File: src/hdl/adc_params.svh
`ifndef ADC_PARAMS_SVH
`define ADC_PARAMS_SVH
// ==========================================
// clock and timing
`define CLK_MHZ            200
`define T_CONV60_US        66600
`define T_CONV50_US        80000
`define T_CONVDUAL_US      72800
`define EXT_CONV_PERIODS   10278
`define EXT_MIN_HZ         2560
`define EXT_EDGES_PRESENT  2
`define SCK_DIV            8
`define INT_CONV_CLK_HZ    153600
// ==========================================
// result word layout
`define WORD_BITS          32
`define BIT_EOC            31
`define BIT_FILLER         30
`define BIT_POL            29
`define BIT_MSB            28
`define RES_LSB            5
`define SUB_MSB            4
`define FS_SUB_LSB         31'h10000000
`define CODE_ZERO          31'h20000000
// ==========================================
// reset values
`define RST_SHIFT          32'h00000000
`endif

File: src/hdl/adc_pkg.sv
package adc_pkg;
  // ==========================================
  // result word carrier, first bit sent is eoc_n
  typedef struct packed {
    logic        eoc_n;
    logic        filler_bit;
    logic        polarity_bit;
    logic [23:0] result;
    logic [4:0]  sub_lsb;
  } result_word_s;
  // filter output in sub-lsb units, full scale is 2^28
  typedef logic signed [30:0] conv_value_t;
  // ==========================================
  // sequencer, gray coded along convert-sleep-data
  typedef enum logic [1:0] {
    ST_CONVERT = 2'b00,
    ST_SLEEP   = 2'b01,
    ST_DATA    = 2'b11
  } seq_state_e;
endpackage

File: src/hdl/result_formatter.sv
`timescale 1ns/1ps
`default_nettype none
`include "adc_params.svh"
module result_formatter (
  // filter value
  input  wire adc_pkg::conv_value_t  value_i,
  // formatted word
  output adc_pkg::result_word_s      word_o
);
  // ==========================================
  // offset binary with clamping
  function automatic logic [29:0] clamp_code(input adc_pkg::conv_value_t v);
    logic [30:0] sum;
    sum = 31'(v) + `CODE_ZERO;
    if (v >= $signed(`FS_SUB_LSB)) begin
      clamp_code = 30'h30000000;
    end else if (v < -$signed(`FS_SUB_LSB)) begin
      clamp_code = 30'h0FFFFFFF;
    end else begin
      clamp_code = sum[29:0];
    end
  endfunction

  logic [29:0] code;
  always_comb begin
    code                = clamp_code(value_i);
    word_o.eoc_n        = 1'b0;
    word_o.filler_bit   = 1'b0;
    word_o.polarity_bit = code[`BIT_POL];
    word_o.result       = code[`BIT_MSB:`RES_LSB];
    word_o.sub_lsb      = code[`SUB_MSB:0];
  end
endmodule
`default_nettype wire

File: src/hdl/word_buffer.sv
`timescale 1ns/1ps
`default_nettype none
module word_buffer (
  // clock and reset
  input  wire logic                  clk_i,
  input  wire logic                  sys_rst_i,
  // fill side
  input  wire logic                  in_valid_i,
  output logic                       in_ready_o,
  input  wire adc_pkg::result_word_s in_data_i,
  // drain side
  output logic                       out_valid_o,
  input  wire logic                  out_ready_i,
  output adc_pkg::result_word_s      out_data_o
);
  // ==========================================
  // two entries, so a stalled reader drops no word
  adc_pkg::result_word_s mem_q [2];
  adc_pkg::result_word_s mem_d [2];
  logic       wr_q, wr_d, rd_q, rd_d;
  logic [1:0] cnt_q, cnt_d;
  logic       push, pop;

  always_comb begin
    in_ready_o  = (cnt_q != 2'h2);
    out_valid_o = (cnt_q != 2'h0);
    out_data_o  = mem_q[rd_q];
    push        = in_valid_i & in_ready_o;
    pop         = out_valid_o & out_ready_i;
    mem_d       = mem_q;
    wr_d        = wr_q;
    rd_d        = rd_q;
    if (push) begin
      mem_d[wr_q] = in_data_i;
      wr_d        = ~wr_q;
    end
    if (pop) begin
      rd_d = ~rd_q;
    end
    cnt_d = cnt_q + {1'b0, push} - {1'b0, pop};
  end

  always_ff @(posedge clk_i) begin
    if (sys_rst_i) begin
      wr_q  <= 1'b0;
      rd_q  <= 1'b0;
      cnt_q <= 2'h0;
    end else begin
      wr_q  <= wr_d;
      rd_q  <= rd_d;
      cnt_q <= cnt_d;
    end
    mem_q <= mem_d;
  end
endmodule
`default_nettype wire

File: src/hdl/adc_result_word_and_clock_select.sv
`timescale 1ns/1ps
`default_nettype none
`include "adc_params.svh"
// How it works
// - polarity and msb both high means overrange, both low underrange.
// - in range: positive gives 1/0, negative 0/1; eoc and filler read 0.
// - 24-bit result sits in word bits 28 to 5, msb first.
// - five sub-lsb bits sit in word bits 4 to 0.
// - chip select high: data pin floats, serial clock ignored.
// - host lowers chip select first; eoc shows on data pin at once.
// - with chip select low, eoc falls live when conversion ends.
// - bit 31 on first rise; bits 30..0 shift on falls 1..31.
// - 32nd fall drives data high, marking the next conversion.
// - out of range clamps to +fs or -fs-1lsb codes.
// - zero is 1 then zeros; minus one lsb is 0 then ones.
// - single notch: select low is 60 Hz, high is 50 Hz.
// - notch change only spoils the conversion in progress.
// - edges on select pin at 2560 Hz or more mean external clock.
// - external clock: notch at its frequency over 2560.
// - no external clock: back to internal oscillator timing.
// - source change during internal-clock output keeps data valid.
// - source change in sleep or external-clock output is harmless.
// - each result is one 32-bit word, eoc sent first.
// - internal serial clock is conversion clock divided by eight.
// - serial clock level at power-up or chip select fall picks mode.
// - conversion lasts 66.6 ms, 80 ms, 72.8 ms with dual notch, or 10278 external periods.
module adc_result_word_and_clock_select #(
  parameter int unsigned CONV60_CYC   = `T_CONV60_US * `CLK_MHZ,
  parameter int unsigned CONV50_CYC   = `T_CONV50_US * `CLK_MHZ,
  parameter int unsigned CONVDUAL_CYC = `T_CONVDUAL_US * `CLK_MHZ,
  parameter int unsigned EXT_PERIODS  = `EXT_CONV_PERIODS,
  parameter int unsigned EXT_TMO_CYC  = `CLK_MHZ * 1000000 / `EXT_MIN_HZ,
  parameter int unsigned SCK_HALF_CYC = `CLK_MHZ * 1000000 / (`INT_CONV_CLK_HZ / `SCK_DIV) / 2,
  parameter bit          DUAL_NOTCH   = 1'b0
) (
  // clock and reset
  input  wire logic                clk_i,
  input  wire logic                sys_rst_i,
  // filter result, same clock
  input  wire adc_pkg::conv_value_t conv_value_i,
  // serial pins
  input  wire logic                cs_n_i,
  input  wire logic                sck_i,
  output logic                     sck_o,
  output logic                     sck_oe_o,
  output logic                     sdo_o,
  output logic                     sdo_oe_o,
  // conversion clock select pin
  input  wire logic                notch_select_pin_i,
  // status
  output logic                     ext_clk_mode_o,
  output logic                     int_sck_mode_o,
  output logic                     notch_50hz_o,
  output logic                     conv_busy_o
);
  // ==========================================
  // pin synchronisers; bit 0 is read only by bit 1
  logic [2:0] cs_s_q, sck_s_q, f0_s_q;
  always_ff @(posedge clk_i) begin
    if (sys_rst_i) begin
      cs_s_q  <= 3'h7;
      sck_s_q <= 3'h7;
      f0_s_q  <= 3'h0;
    end else begin
      cs_s_q  <= {cs_s_q[1:0], cs_n_i};
      sck_s_q <= {sck_s_q[1:0], sck_i};
      f0_s_q  <= {f0_s_q[1:0], notch_select_pin_i};
    end
  end
  logic cs_low, cs_fall, cs_rise, f0_edge, f0_rise;
  assign cs_low  = ~cs_s_q[1];
  assign cs_fall = cs_s_q[2] & ~cs_s_q[1];
  assign cs_rise = ~cs_s_q[2] & cs_s_q[1];
  assign f0_edge = f0_s_q[2] ^ f0_s_q[1];
  assign f0_rise = ~f0_s_q[2] & f0_s_q[1];

  // ==========================================
  // conversion clock source detection
  logic        ext_q, ext_d;
  logic [16:0] tmo_q, tmo_d;
  logic [1:0]  edges_q, edges_d;
  logic        n50_q, n50_d;
  logic        ext_tick;
  always_comb begin
    ext_d   = ext_q;
    tmo_d   = tmo_q + 17'h1;
    edges_d = edges_q;
    if (f0_edge) begin
      tmo_d = 17'h0;
      if (edges_q != 2'(`EXT_EDGES_PRESENT)) begin
        edges_d = edges_q + 2'h1;
      end else begin
        ext_d = 1'b1;
      end
    end else if (tmo_q >= 17'(EXT_TMO_CYC - 1)) begin
      // a static level never toggles, so a quiet window means no clock
      tmo_d   = 17'h0;
      edges_d = 2'h0;
      ext_d   = 1'b0;
    end
    n50_d = ~DUAL_NOTCH & ~ext_d & f0_s_q[1];
  end
  always_ff @(posedge clk_i) begin
    if (sys_rst_i) begin
      ext_q   <= 1'b0;
      tmo_q   <= 17'h0;
      edges_q <= 2'h0;
      n50_q   <= 1'b0;
    end else begin
      ext_q   <= ext_d;
      tmo_q   <= tmo_d;
      edges_q <= edges_d;
      n50_q   <= n50_d;
    end
  end
  assign ext_tick = ext_q & f0_rise;

  // ==========================================
  // conversion timing and result buffering
  adc_pkg::seq_state_e   state_q, state_d;
  adc_pkg::result_word_s fmt_word, buf_word;
  logic        run_q, run_d;
  logic [24:0] cnt_q, cnt_d;
  logic [24:0] target;
  logic        tick, at_end, push, buf_in_ready, buf_out_valid, pop;

  result_formatter u_fmt (
    .value_i (conv_value_i),
    .word_o  (fmt_word)
  );

  word_buffer u_buf (
    .clk_i       (clk_i),
    .sys_rst_i   (sys_rst_i),
    .in_valid_i  (push),
    .in_ready_o  (buf_in_ready),
    .in_data_i   (fmt_word),
    .out_valid_o (buf_out_valid),
    .out_ready_i (pop),
    .out_data_o  (buf_word)
  );

  always_comb begin
    // live select level: a change can stretch or shorten the running conversion
    if (ext_q) begin
      target = 25'(EXT_PERIODS);
    end else if (DUAL_NOTCH) begin
      target = 25'(CONVDUAL_CYC);
    end else if (n50_q) begin
      target = 25'(CONV50_CYC);
    end else begin
      target = 25'(CONV60_CYC);
    end
    tick   = ext_q ? ext_tick : 1'b1;
    at_end = tick & (cnt_q >= target - 25'h1);
    push   = run_q & at_end;
    pop    = (state_q == adc_pkg::ST_CONVERT) & buf_out_valid & ~run_q;
    run_d  = run_q;
    cnt_d  = cnt_q;
    if (run_q) begin
      if (at_end && buf_in_ready) begin
        run_d = 1'b0;
      end else if (tick && !at_end) begin
        cnt_d = cnt_q + 25'h1;
      end
    end else if (state_q == adc_pkg::ST_CONVERT && !buf_out_valid && buf_in_ready) begin
      // buffer back-pressure holds off the next conversion
      run_d = 1'b1;
      cnt_d = 25'h0;
    end
  end
  always_ff @(posedge clk_i) begin
    if (sys_rst_i) begin
      run_q <= 1'b0;
      cnt_q <= 25'h0;
    end else begin
      run_q <= run_d;
      cnt_q <= cnt_d;
    end
  end

  // ==========================================
  // serial sequencer, clock generator and shifter
  logic [31:0] shift_q, shift_d;
  logic [5:0]  bits_q, bits_d;
  logic        isck_q, isck_d, sck_q, sck_d, sckoe_q, sckoe_d;
  logic        sdo_q, sdo_d, sdooe_q, sdooe_d;
  logic [12:0] half_q, half_d;
  logic [1:0]  div_q, div_d, pwr_q, pwr_d;
  logic        gen_on, half_end, sck_rise, sck_fall;
  always_comb begin
    state_d = state_q;
    shift_d = shift_q;
    bits_d  = bits_q;
    isck_d  = isck_q;
    half_d  = half_q;
    div_d   = div_q;
    pwr_d   = (pwr_q == 2'h3) ? pwr_q : pwr_q + 2'h1;
    if (pwr_q == 2'h2 || cs_fall) begin
      isck_d = sck_s_q[1];
    end
    gen_on = isck_q & cs_low & (state_q != adc_pkg::ST_CONVERT);
    // external source: eight conversion clocks per serial clock
    if (ext_q) begin
      half_end = ext_tick & (div_q == 2'(`SCK_DIV / 2 - 1));
    end else begin
      half_end = (half_q >= 13'(SCK_HALF_CYC - 1));
    end
    sck_d = sck_q;
    if (!gen_on) begin
      half_d = 13'h0;
      div_d  = 2'h0;
      if (!cs_low) begin
        sck_d = 1'b1;
      end
    end else begin
      half_d = half_end ? 13'h0 : half_q + 13'h1;
      div_d  = ext_tick ? div_q + 2'h1 : div_q;
      if (half_end) begin
        sck_d = ~sck_q;
      end
    end
    if (isck_q) begin
      sck_rise = gen_on & half_end & ~sck_q;
      sck_fall = gen_on & half_end & sck_q;
    end else begin
      sck_rise = cs_low & ~sck_s_q[2] & sck_s_q[1];
      sck_fall = cs_low & sck_s_q[2] & ~sck_s_q[1];
    end
    unique case (state_q)
      adc_pkg::ST_CONVERT: begin
        if (pop) begin
          state_d = adc_pkg::ST_SLEEP;
          shift_d = buf_word;
          bits_d  = 6'h0;
        end
      end
      adc_pkg::ST_SLEEP: begin
        if (sck_rise) begin
          state_d = adc_pkg::ST_DATA;
        end
      end
      adc_pkg::ST_DATA: begin
        if (cs_rise) begin
          state_d = adc_pkg::ST_CONVERT;
        end else if (sck_fall) begin
          shift_d = {shift_q[30:0], 1'b0};
          bits_d  = bits_q + 6'h1;
          if (bits_q == 6'(`WORD_BITS - 1)) begin
            state_d = adc_pkg::ST_CONVERT;
          end
        end
      end
      default: begin
        state_d = adc_pkg::ST_CONVERT;
      end
    endcase
    sckoe_d = isck_d & cs_low;
    sdooe_d = cs_low;
    sdo_d   = (state_d == adc_pkg::ST_CONVERT) ? 1'b1 : shift_d[`BIT_EOC];
  end
  always_ff @(posedge clk_i) begin
    if (sys_rst_i) begin
      state_q <= adc_pkg::ST_CONVERT;
      shift_q <= `RST_SHIFT;
      bits_q  <= 6'h0;
      isck_q  <= 1'b1;
      sck_q   <= 1'b1;
      sckoe_q <= 1'b0;
      sdo_q   <= 1'b1;
      sdooe_q <= 1'b0;
      half_q  <= 13'h0;
      div_q   <= 2'h0;
      pwr_q   <= 2'h0;
    end else begin
      state_q <= state_d;
      shift_q <= shift_d;
      bits_q  <= bits_d;
      isck_q  <= isck_d;
      sck_q   <= sck_d;
      sckoe_q <= sckoe_d;
      sdo_q   <= sdo_d;
      sdooe_q <= sdooe_d;
      half_q  <= half_d;
      div_q   <= div_d;
      pwr_q   <= pwr_d;
    end
  end

  assign sck_o          = sck_q;
  assign sck_oe_o       = sckoe_q;
  assign sdo_o          = sdo_q;
  assign sdo_oe_o       = sdooe_q;
  assign ext_clk_mode_o = ext_q;
  assign int_sck_mode_o = isck_q;
  assign notch_50hz_o   = n50_q;
  assign conv_busy_o    = run_q;

  // ==========================================
  // checks
  property p_over_flags;
    @(posedge clk_i) disable iff (sys_rst_i)
      push && conv_value_i >= $signed(`FS_SUB_LSB) |-> fmt_word.polarity_bit && fmt_word.result[23];
  endproperty
  a_over_flags: assert property (p_over_flags) else $error("overrange flags wrong");

  property p_under_clamp;
    @(posedge clk_i) disable iff (sys_rst_i)
      push && conv_value_i < -$signed(`FS_SUB_LSB)
        |-> {fmt_word.polarity_bit, fmt_word.result, fmt_word.sub_lsb} == 30'h0FFFFFFF;
  endproperty
  a_under_clamp: assert property (p_under_clamp) else $error("underrange clamp wrong");

  property p_inrange_code;
    @(posedge clk_i) disable iff (sys_rst_i)
      push && conv_value_i >= -$signed(`FS_SUB_LSB) && conv_value_i < $signed(`FS_SUB_LSB)
        |-> {fmt_word.polarity_bit, fmt_word.result, fmt_word.sub_lsb}
            == 30'(31'(conv_value_i) + `CODE_ZERO) && fmt_word.polarity_bit != fmt_word.result[23];
  endproperty
  a_inrange_code: assert property (p_inrange_code) else $error("in-range code wrong");

  property p_status_zero;
    @(posedge clk_i) disable iff (sys_rst_i)
      pop |=> !shift_q[`BIT_EOC] && !shift_q[`BIT_FILLER];
  endproperty
  a_status_zero: assert property (p_status_zero) else $error("eoc or filler not zero");

  property p_hiz;
    @(posedge clk_i) disable iff (sys_rst_i)
      cs_s_q[1] |=> !sdo_oe_o && !sck_oe_o;
  endproperty
  a_hiz: assert property (p_hiz) else $error("driving while deselected");

  property p_no_shift_deselected;
    @(posedge clk_i) disable iff (sys_rst_i)
      cs_s_q[1] && state_q != adc_pkg::ST_CONVERT |=> $stable(shift_q) && $stable(bits_q);
  endproperty
  a_no_shift_deselected: assert property (p_no_shift_deselected) else $error("shifted while deselected");

  property p_eoc_fall;
    @(posedge clk_i) disable iff (sys_rst_i)
      pop && cs_low |=> !sdo_o && sdo_oe_o ##1 (!sdo_o || state_q != adc_pkg::ST_SLEEP);
  endproperty
  a_eoc_fall: assert property (p_eoc_fall) else $error("eoc did not fall");

  property p_busy_high;
    @(posedge clk_i) disable iff (sys_rst_i)
      state_q == adc_pkg::ST_CONVERT && state_d == adc_pkg::ST_CONVERT && cs_low |=> sdo_o;
  endproperty
  a_busy_high: assert property (p_busy_high) else $error("eoc low during conversion");

  property p_shift_bit;
    @(posedge clk_i) disable iff (sys_rst_i)
      state_q == adc_pkg::ST_DATA && sck_fall && !cs_rise && bits_q != 6'h1F
        |=> sdo_o == $past(shift_q[30]) && bits_q == $past(bits_q) + 6'h1;
  endproperty
  a_shift_bit: assert property (p_shift_bit) else $error("bit not shifted on fall");

  property p_last_fall;
    @(posedge clk_i) disable iff (sys_rst_i)
      state_q == adc_pkg::ST_DATA && sck_fall && !cs_rise && bits_q == 6'h1F
        |=> state_q == adc_pkg::ST_CONVERT && sdo_o;
  endproperty
  a_last_fall: assert property (p_last_fall) else $error("32nd fall did not end word");

  property p_mode_pick;
    @(posedge clk_i) disable iff (sys_rst_i)
      cs_fall |=> int_sck_mode_o == $past(sck_s_q[1]);
  endproperty
  a_mode_pick: assert property (p_mode_pick) else $error("serial clock mode not sampled");

  property p_conv_bound;
    @(posedge clk_i) disable iff (sys_rst_i)
      run_q && !ext_q && $stable(target) |-> cnt_q < target;
  endproperty
  a_conv_bound: assert property (p_conv_bound) else $error("conversion overran");

  property p_ext_lost;
    @(posedge clk_i) disable iff (sys_rst_i)
      !f0_edge && tmo_q >= 17'(EXT_TMO_CYC - 1) |=> !ext_clk_mode_o;
  endproperty
  a_ext_lost: assert property (p_ext_lost) else $error("external clock not dropped");

  c_full_word: cover property (@(posedge clk_i) disable iff (sys_rst_i)
    state_q == adc_pkg::ST_DATA && sck_fall && bits_q == 6'h1F);
  c_abort: cover property (@(posedge clk_i) disable iff (sys_rst_i)
    state_q == adc_pkg::ST_DATA && cs_rise);
  c_ext_mode: cover property (@(posedge clk_i) disable iff (sys_rst_i) $rose(ext_q));
  c_buf_stall: cover property (@(posedge clk_i) disable iff (sys_rst_i) run_q && !buf_in_ready);
endmodule
`default_nettype wire

File: config.mk
export PLATFORM = sky130hd
export DESIGN_NAME = adc_result_word_and_clock_select
export DESIGN_NICKNAME = d
export VERILOG_FILES = /design/src/hdl/adc_pkg.sv /design/src/hdl/result_formatter.sv /design/src/hdl/word_buffer.sv /design/src/hdl/adc_result_word_and_clock_select.sv
export VERILOG_INCLUDE_DIRS = /design/src /design/src/hdl
export SDC_FILE = /design/constraint.sdc
export NUM_CORES = 1
export LEC_CHECK = 0
export ABC_AREA = 0
export BUFFER_PORTS_ARGS = -buffer_cell sky130_fd_sc_hd__buf_4
export CAP_MARGIN = 0
export CORE_ASPECT_RATIO = 1.1
export CORE_MARGIN = 5
export CORE_UTILIZATION = 40
export DETAILED_ROUTE_END_ITERATION = 8
export PLACE_DENSITY_LB_ADDON = 0.2
export SYNTH_ARGS = -nofsm -noshare
export SYNTH_HDL_FRONTEND = slang
export SYNTH_SLANG_ARGS = --single-unit
File: constraint.sdc
create_clock -name clk_i -period 5.5 [get_ports clk_i]
set_input_delay 0.825 -clock clk_i [delete_from_list [all_inputs] [get_ports clk_i]]
set_output_delay 0.825 -clock clk_i [all_outputs]
set_load 0.02 [all_outputs]
Word-level counts from Yosys, hierarchy flattened
Cells that the tools add are included.
Widths: inputs -> output; s select.
{"block": "classes", "reduce_logical": 24, "n_eq_ne": 15, "n_addsub": 11, "bitwise_logic": 36, "magnitude_cmp": 8, "muxes": 45}
{"operator": "$mux 32", "n": 7}
{"operator": "$mux 25", "n": 4}
{"operator": "$bwmux 64", "n": 1}
{"operator": "$pmux 32 s2", "n": 1}
{"operator": "$mux 30", "n": 2}
{"operator": "$demux 32 s1", "n": 1}
{"operator": "$ge 31x30->1 const B", "n": 1}
{"operator": "$lt 31x29->1 const B", "n": 1}
{"operator": "$add 30x30->30 const B", "n": 1}
{"operator": "$add 25x1->25 const B", "n": 1}
{"operator": "$ge 25x25->1", "n": 1}
{"operator": "$sub 25x1->25 const B", "n": 1}
{"operator": "$mux 24", "n": 1}
{"operator": "$and 1x1->1", "n": 22}
{"operator": "$mux 22", "n": 1}
{"operator": "$mux 6", "n": 3}
{"operator": "$add 17x1->17 const B", "n": 1}
{"operator": "$ge 17x17->1 const B", "n": 1}
{"operator": "$mux 2", "n": 8}
{"operator": "$mux 1", "n": 14}
{"operator": "$add 13x1->13 const B", "n": 1}
{"operator": "$ge 13x13->1 const B", "n": 1}
{"operator": "$pmux 6 s2", "n": 1}
{"operator": "$reduce_bool 2->1", "n": 6}
{"operator": "other kinds (24)", "n": 57}
{"block": "word_totals", "reg_bits": 186, "word_cells": 173}

Depth between registers and ports, before layout
{"block": "logic_depth", "depth_word": 13, "depth_mapped": 13, "depth_no_buf": 12}

By module
A second synthesis with hierarchy kept.
{"block": "unflattened", "cells_unflattened": 927, "area_unflattened_um2": 9186.3}
{"mod": "adc_result_word_and_clock_select", "cells_per_inst": 700, "instances": 1, "area_each_um2": 5920.7, "seq_area_each_um2": 2362.3}
{"mod": "word_buffer", "cells_per_inst": 122, "instances": 1, "area_each_um2": 2650.0, "seq_area_each_um2": 2001.9}
{"mod": "result_formatter", "cells_per_inst": 105, "instances": 1, "area_each_um2": 615.6, "seq_area_each_um2": 0.0}

Worst setup path after synthesis
No wires, ideal clock.
{"block": "synth_path", "path_type": "reg2reg", "start": "register ext_q, in the netlist ext_clk_mode_o", "end": "register u_buf.mem_q[32] (netlist bit) (enable)", "period_less_slack_ns": 4.192, "arrival_time_ns": 3.772, "slack_ns": 1.308, "path_buffers": 1, "setup_time_ns": 0.421, "path_stages_with_launch": 10, "path_cell_list": "dfxtp_1 buf_6 or2_2 ha_1 and4_1 and3_1 o311a_1 o21ai_1 a221oi_1 nor2b_1"}
{"block": "synth_via", "elab_chain_len": 6}
{"element": "from (decl)", "line": "adc_result_word_and_clock_select.sv:79", "source": "logic ext_q, ext_d;"}
{"element": "from (signal assigned)", "line": "adc_result_word_and_clock_select.sv:110", "source": "ext_q <= ext_d;"}
{"element": "$mux 24", "line": "adc_result_word_and_clock_select.sv:145", "source": "if (ext_q) begin"}
{"element": "$sub 25x1->25", "line": "adc_result_word_and_clock_select.sv:155", "source": "at_end = tick & (cnt_q >= target - 25'h1);"}
{"element": "$ge 25x25->1", "line": "adc_result_word_and_clock_select.sv:155"}
{"element": "$and 1x1->1 (*)", "line": "adc_result_word_and_clock_select.sv:155"}
{"element": "$and 1x1->1 (*)", "line": "adc_result_word_and_clock_select.sv:156", "source": "push = run_q & at_end;"}
{"element": "$and 1x1->1 (*)", "line": "word_buffer.sv:28", "source": "push = in_valid_i & in_ready_o;"}
{"element": "to (signal assigned)", "line": "word_buffer.sv:53", "source": "mem_q <= mem_d;"}
{"element": "to (decl)", "line": "word_buffer.sv:18", "source": "adc_pkg::result_word_s mem_q [2];"}
Every way passes the cells marked *; elsewhere a longest branch is shown, timed or not.
A chain may end at the register's enable or synchronous reset.

Worst setup path after layout
{"block": "layout_path", "start": "register ext_q, in the netlist ext_clk_mode_o", "end": "register shift_q[1]"}
{"block": "layout_via", "elab_chain_len": 8}
{"element": "$and 1x1->1", "line": "adc_result_word_and_clock_select.sv:116", "source": "assign ext_tick = ext_q & f0_rise;"}
{"element": "$and 1x1->1", "line": "adc_result_word_and_clock_select.sv:205", "source": "half_end = ext_tick & (div_q == 2'(`SCK_DIV / 2 - 1));"}
{"element": "$mux 1 (*)", "line": "adc_result_word_and_clock_select.sv:204", "source": "if (ext_q) begin"}
{"element": "$and 1x1->1 (*) (2 in series)", "line": "adc_result_word_and_clock_select.sv:225", "source": "sck_fall = gen_on & half_end & sck_q;"}
{"element": "$mux 1 (*)", "line": "adc_result_word_and_clock_select.sv:223", "source": "if (isck_q) begin"}
{"element": "$ne 2x2->1 (no line) (*)"}
{"element": "$reduce_and 4->1 (no line) (*)"}
{"element": "to (signal assigned)", "line": "adc_result_word_and_clock_select.sv:265", "source": "shift_q <= `RST_SHIFT;"}
{"element": "to (signal assigned)", "line": "adc_result_word_and_clock_select.sv:277", "source": "shift_q <= shift_d;"}
{"element": "to (decl)", "line": "adc_result_word_and_clock_select.sv:184", "source": "logic [31:0] shift_q, shift_d;"}
Marks and branches as above.

==> reports/results.txt <==
Internal Pwr Total: 2.168 mW
Min Tclk post-route: 3491 ps
Chip width: 146.9 um
FP Rows: 55
Skew final: 13.92 ps
Library cells used by synthesis: 60
Drc violations: 0
CP startpoint kind: flip-flop
Setup WS pre-CTS: 1924 ps
Max VDD drop: 197.8 uV
Core area: 0.02044 mm^2
Hold WC Path Type: reg2reg
Syn Inst Count: 807
M2 GR Usage: 22.64%
Switching pwr: 0.8601 mW
Vias per cell: 5.265
Leakage Power: 3.501 nW
Syn Area/Cell: 10.23 um^2
Starting density of the core: 40.37%
Gr usage total: 14.22%
CTS tree: yes
Register bit count reported by yosys: 182
Area growth syn-to-layout: 14.09%
Post-Route WL: 16490 um
F_max: 286.4 MHz
Logic pwr share: 12.8%
DR vias: 5855
Final hold violations: 0
Layout cells sized above 1: 16.59%
Worst Setup Slack, final: 2009 ps
Clock share of power: 39.4%
Clk sinks: 182
Setup TNS: 0 ps
H-tree Lvls: 4
Grt ovf: 0
Worst path bufs/invs: 1
Drt pass-1 iters: 5
Slowest-stage cell, CP: or3_1
Kind of critical path: reg2reg
Main flop type after synthesis: dfxtp_1
Number of port buffers: 43
Final Cycle Share: 63.48%
Num CTS Buffers: 17
Filler instances: 1933
First-pass GRT wire length: 27930 um
WL/cell: 14.83 um
Vias in the first global route: 5605
Drt initial violations: 353
Post-CTS Resized: 0
Met1 GRT Util: 19.82%
Most common library cell in the layout ignoring fill and taps: dfxtp_1
Placed insts: 1080
Ant diodes: 0
CTS Hold Bufs: 0
Final Core Density: 46.06%
Seq pwr share: 47.8%
Post-DP HPWL: 10810 um
Busiest layer in global routing: met2
Final cell count without fillers: 1112
Most frequent cells in the layout: 122 x dfxtp_1, 74 x nor2_1, 66 x nand2_1, 60 x edfxtp_1, 52 x buf_4
Die Ht: 160.6 um
Max incr delay on CP: 860 ps
Syn nets: 878
Post-CTS setup buffers: 0
Slew Viols, Final: 0
Sequential share of the synthesized area: 51.43%
Routed Antenna Nets: 0
Crit-path max FO: 36
Pwr/cell area: 321.7 mW/mm^2
Cell area after synthesis: 0.008252 mm^2
Worst-Margin Slew: 1121 ps
Largest net degree at the start of global routing: 37
Arr. time, crit path: 3750 ps
CP delay by family, top: compound AO/OA/AOI/OAI gates
Gp weighted congestion: 0.8257
Ys async rst share: 0%
Yosys warning total: 0
CP cell instances: nand2b_4 > o21ai_1 > a31oi_1 > a21oi_4 > buf_4 > o21ai_2 > or3_1 > o21ai_0
Critical Path RT: 5760 ps
CTS clock-pin slew for the worst setup and hold paths: 70 ps
Outcome: completed
# nets final: 914
Worst-Skew Late Latency: 430 ps
Max-capacitance violation count: 0
Unrepaired setup endpoints after global routing: false
Die ar.: 0.02361 mm^2
Final setup violation count: 0
I/O Pins: 44
CTS max path bufs: 2
Sw Share: 28.40%
Normalized max-slew margin: 25.26%
Number of synthesized flops with an enable pin: 60
Clk root buf: clkbuf_16
Initial antenna violation count: 0
M3 GR Usage: 3.019%
Crit end category: flip-flop
[power by group through the flow]
stage	clock, mW	sequential (mW)	combinational, mW
after global placement	0	1.48	0.393
final	1.19	1.45	0.389
after CTS	1.23	1.45	0.397
after detailed placement	0	1.48	0.396
after global routing	1.29	1.45	0.432
after floorplan	0	1.48	0.276
[state kept, by name, indices dropped and copies added (netlist names), 6 cells and up]
name,cells
bits_q,6
cnt_q,25
half_q,13
shift_q,32
tmo_q,17
u_buf.mem_q,60
[final timing paths]
check / from / endpoint / slack (ps) / cells after the start
setup reg to reg: ext_clk_mode_o / shift_q[1] / 2010 / 8
setup / recovery: ext_clk_mode_o / shift_q[1] / 2010 / 8
hold reg to reg: cs_s_q[0] / cs_s_q[1] / 410 / 1
hold / removal: cs_s_q[0] / cs_s_q[1] / 410 / 1
[final cells by class]
type	count	area (um^2)	area share, %
Sequential cell	182	4244	45.08
Clock buffer	18	429.2	4.559
Tap cell	256	320.3	3.402
Inverter	20	75.07	0.7974
Multi-Input combinational cell	570	3804	40.40
Clock inverter	14	151.4	1.608
Timing Repair Buffer	52	390.4	4.147
[Yosys cell counts, types with 24 or more instances]
library cell	instances	area, um^2
dfxtp_1	122	2442
nor2_1	74	277.8
nand2_1	66	247.7
edfxtp_1	60	1802
o21ai_0	38	190.2
ha_1	35	437.9
a21oi_1	34	170.2
nand3_1	31	155.2
a21o_1	30	225.2
clkbuf_1	30	112.6
a22oi_1	29	217.7
mux2_2	29	326.6
xnor2_1	24	210.2
[cells by family (layout without fill, tap and decap cells)]
logic type,count (synthesis),count (layout),share of synthesized area (%)
multiplexers,32,32,4.321
other,1,1,0.04545
flip-flops,182,182,51.43
buffers and inverters,55,104,2.775
AND/OR/NAND/NOR,274,274,16.59
adder cells (fa/ha/maj),36,36,5.428
XOR/XNOR,47,47,4.989
AO/OA/AOI/OAI,180,180,14.42
[routing by layer]
layer | share of wire (%) | vias up
li1 | - | 2983
met2 | 46 | 85
met1 | 49 | 2775
met3 | 3.3 | 12
met5 | 0 | -
met4 | 1.0 | 0
[per-stage QoR]
stage          total power, mW  area (um^2)  hold WS, ps
6_report                 3.028         9414        414.4
5_1_grt                  3.171         9414        432.5
4_1_cts                  3.076         9414        419.6
3_5_place_dp             1.873         8833        397.6
3_3_place_gp             1.870         8833        396.7
2_1_floorplan            1.752         8252        389.5
No activity file was read; power rests on OpenSTA's default activity.
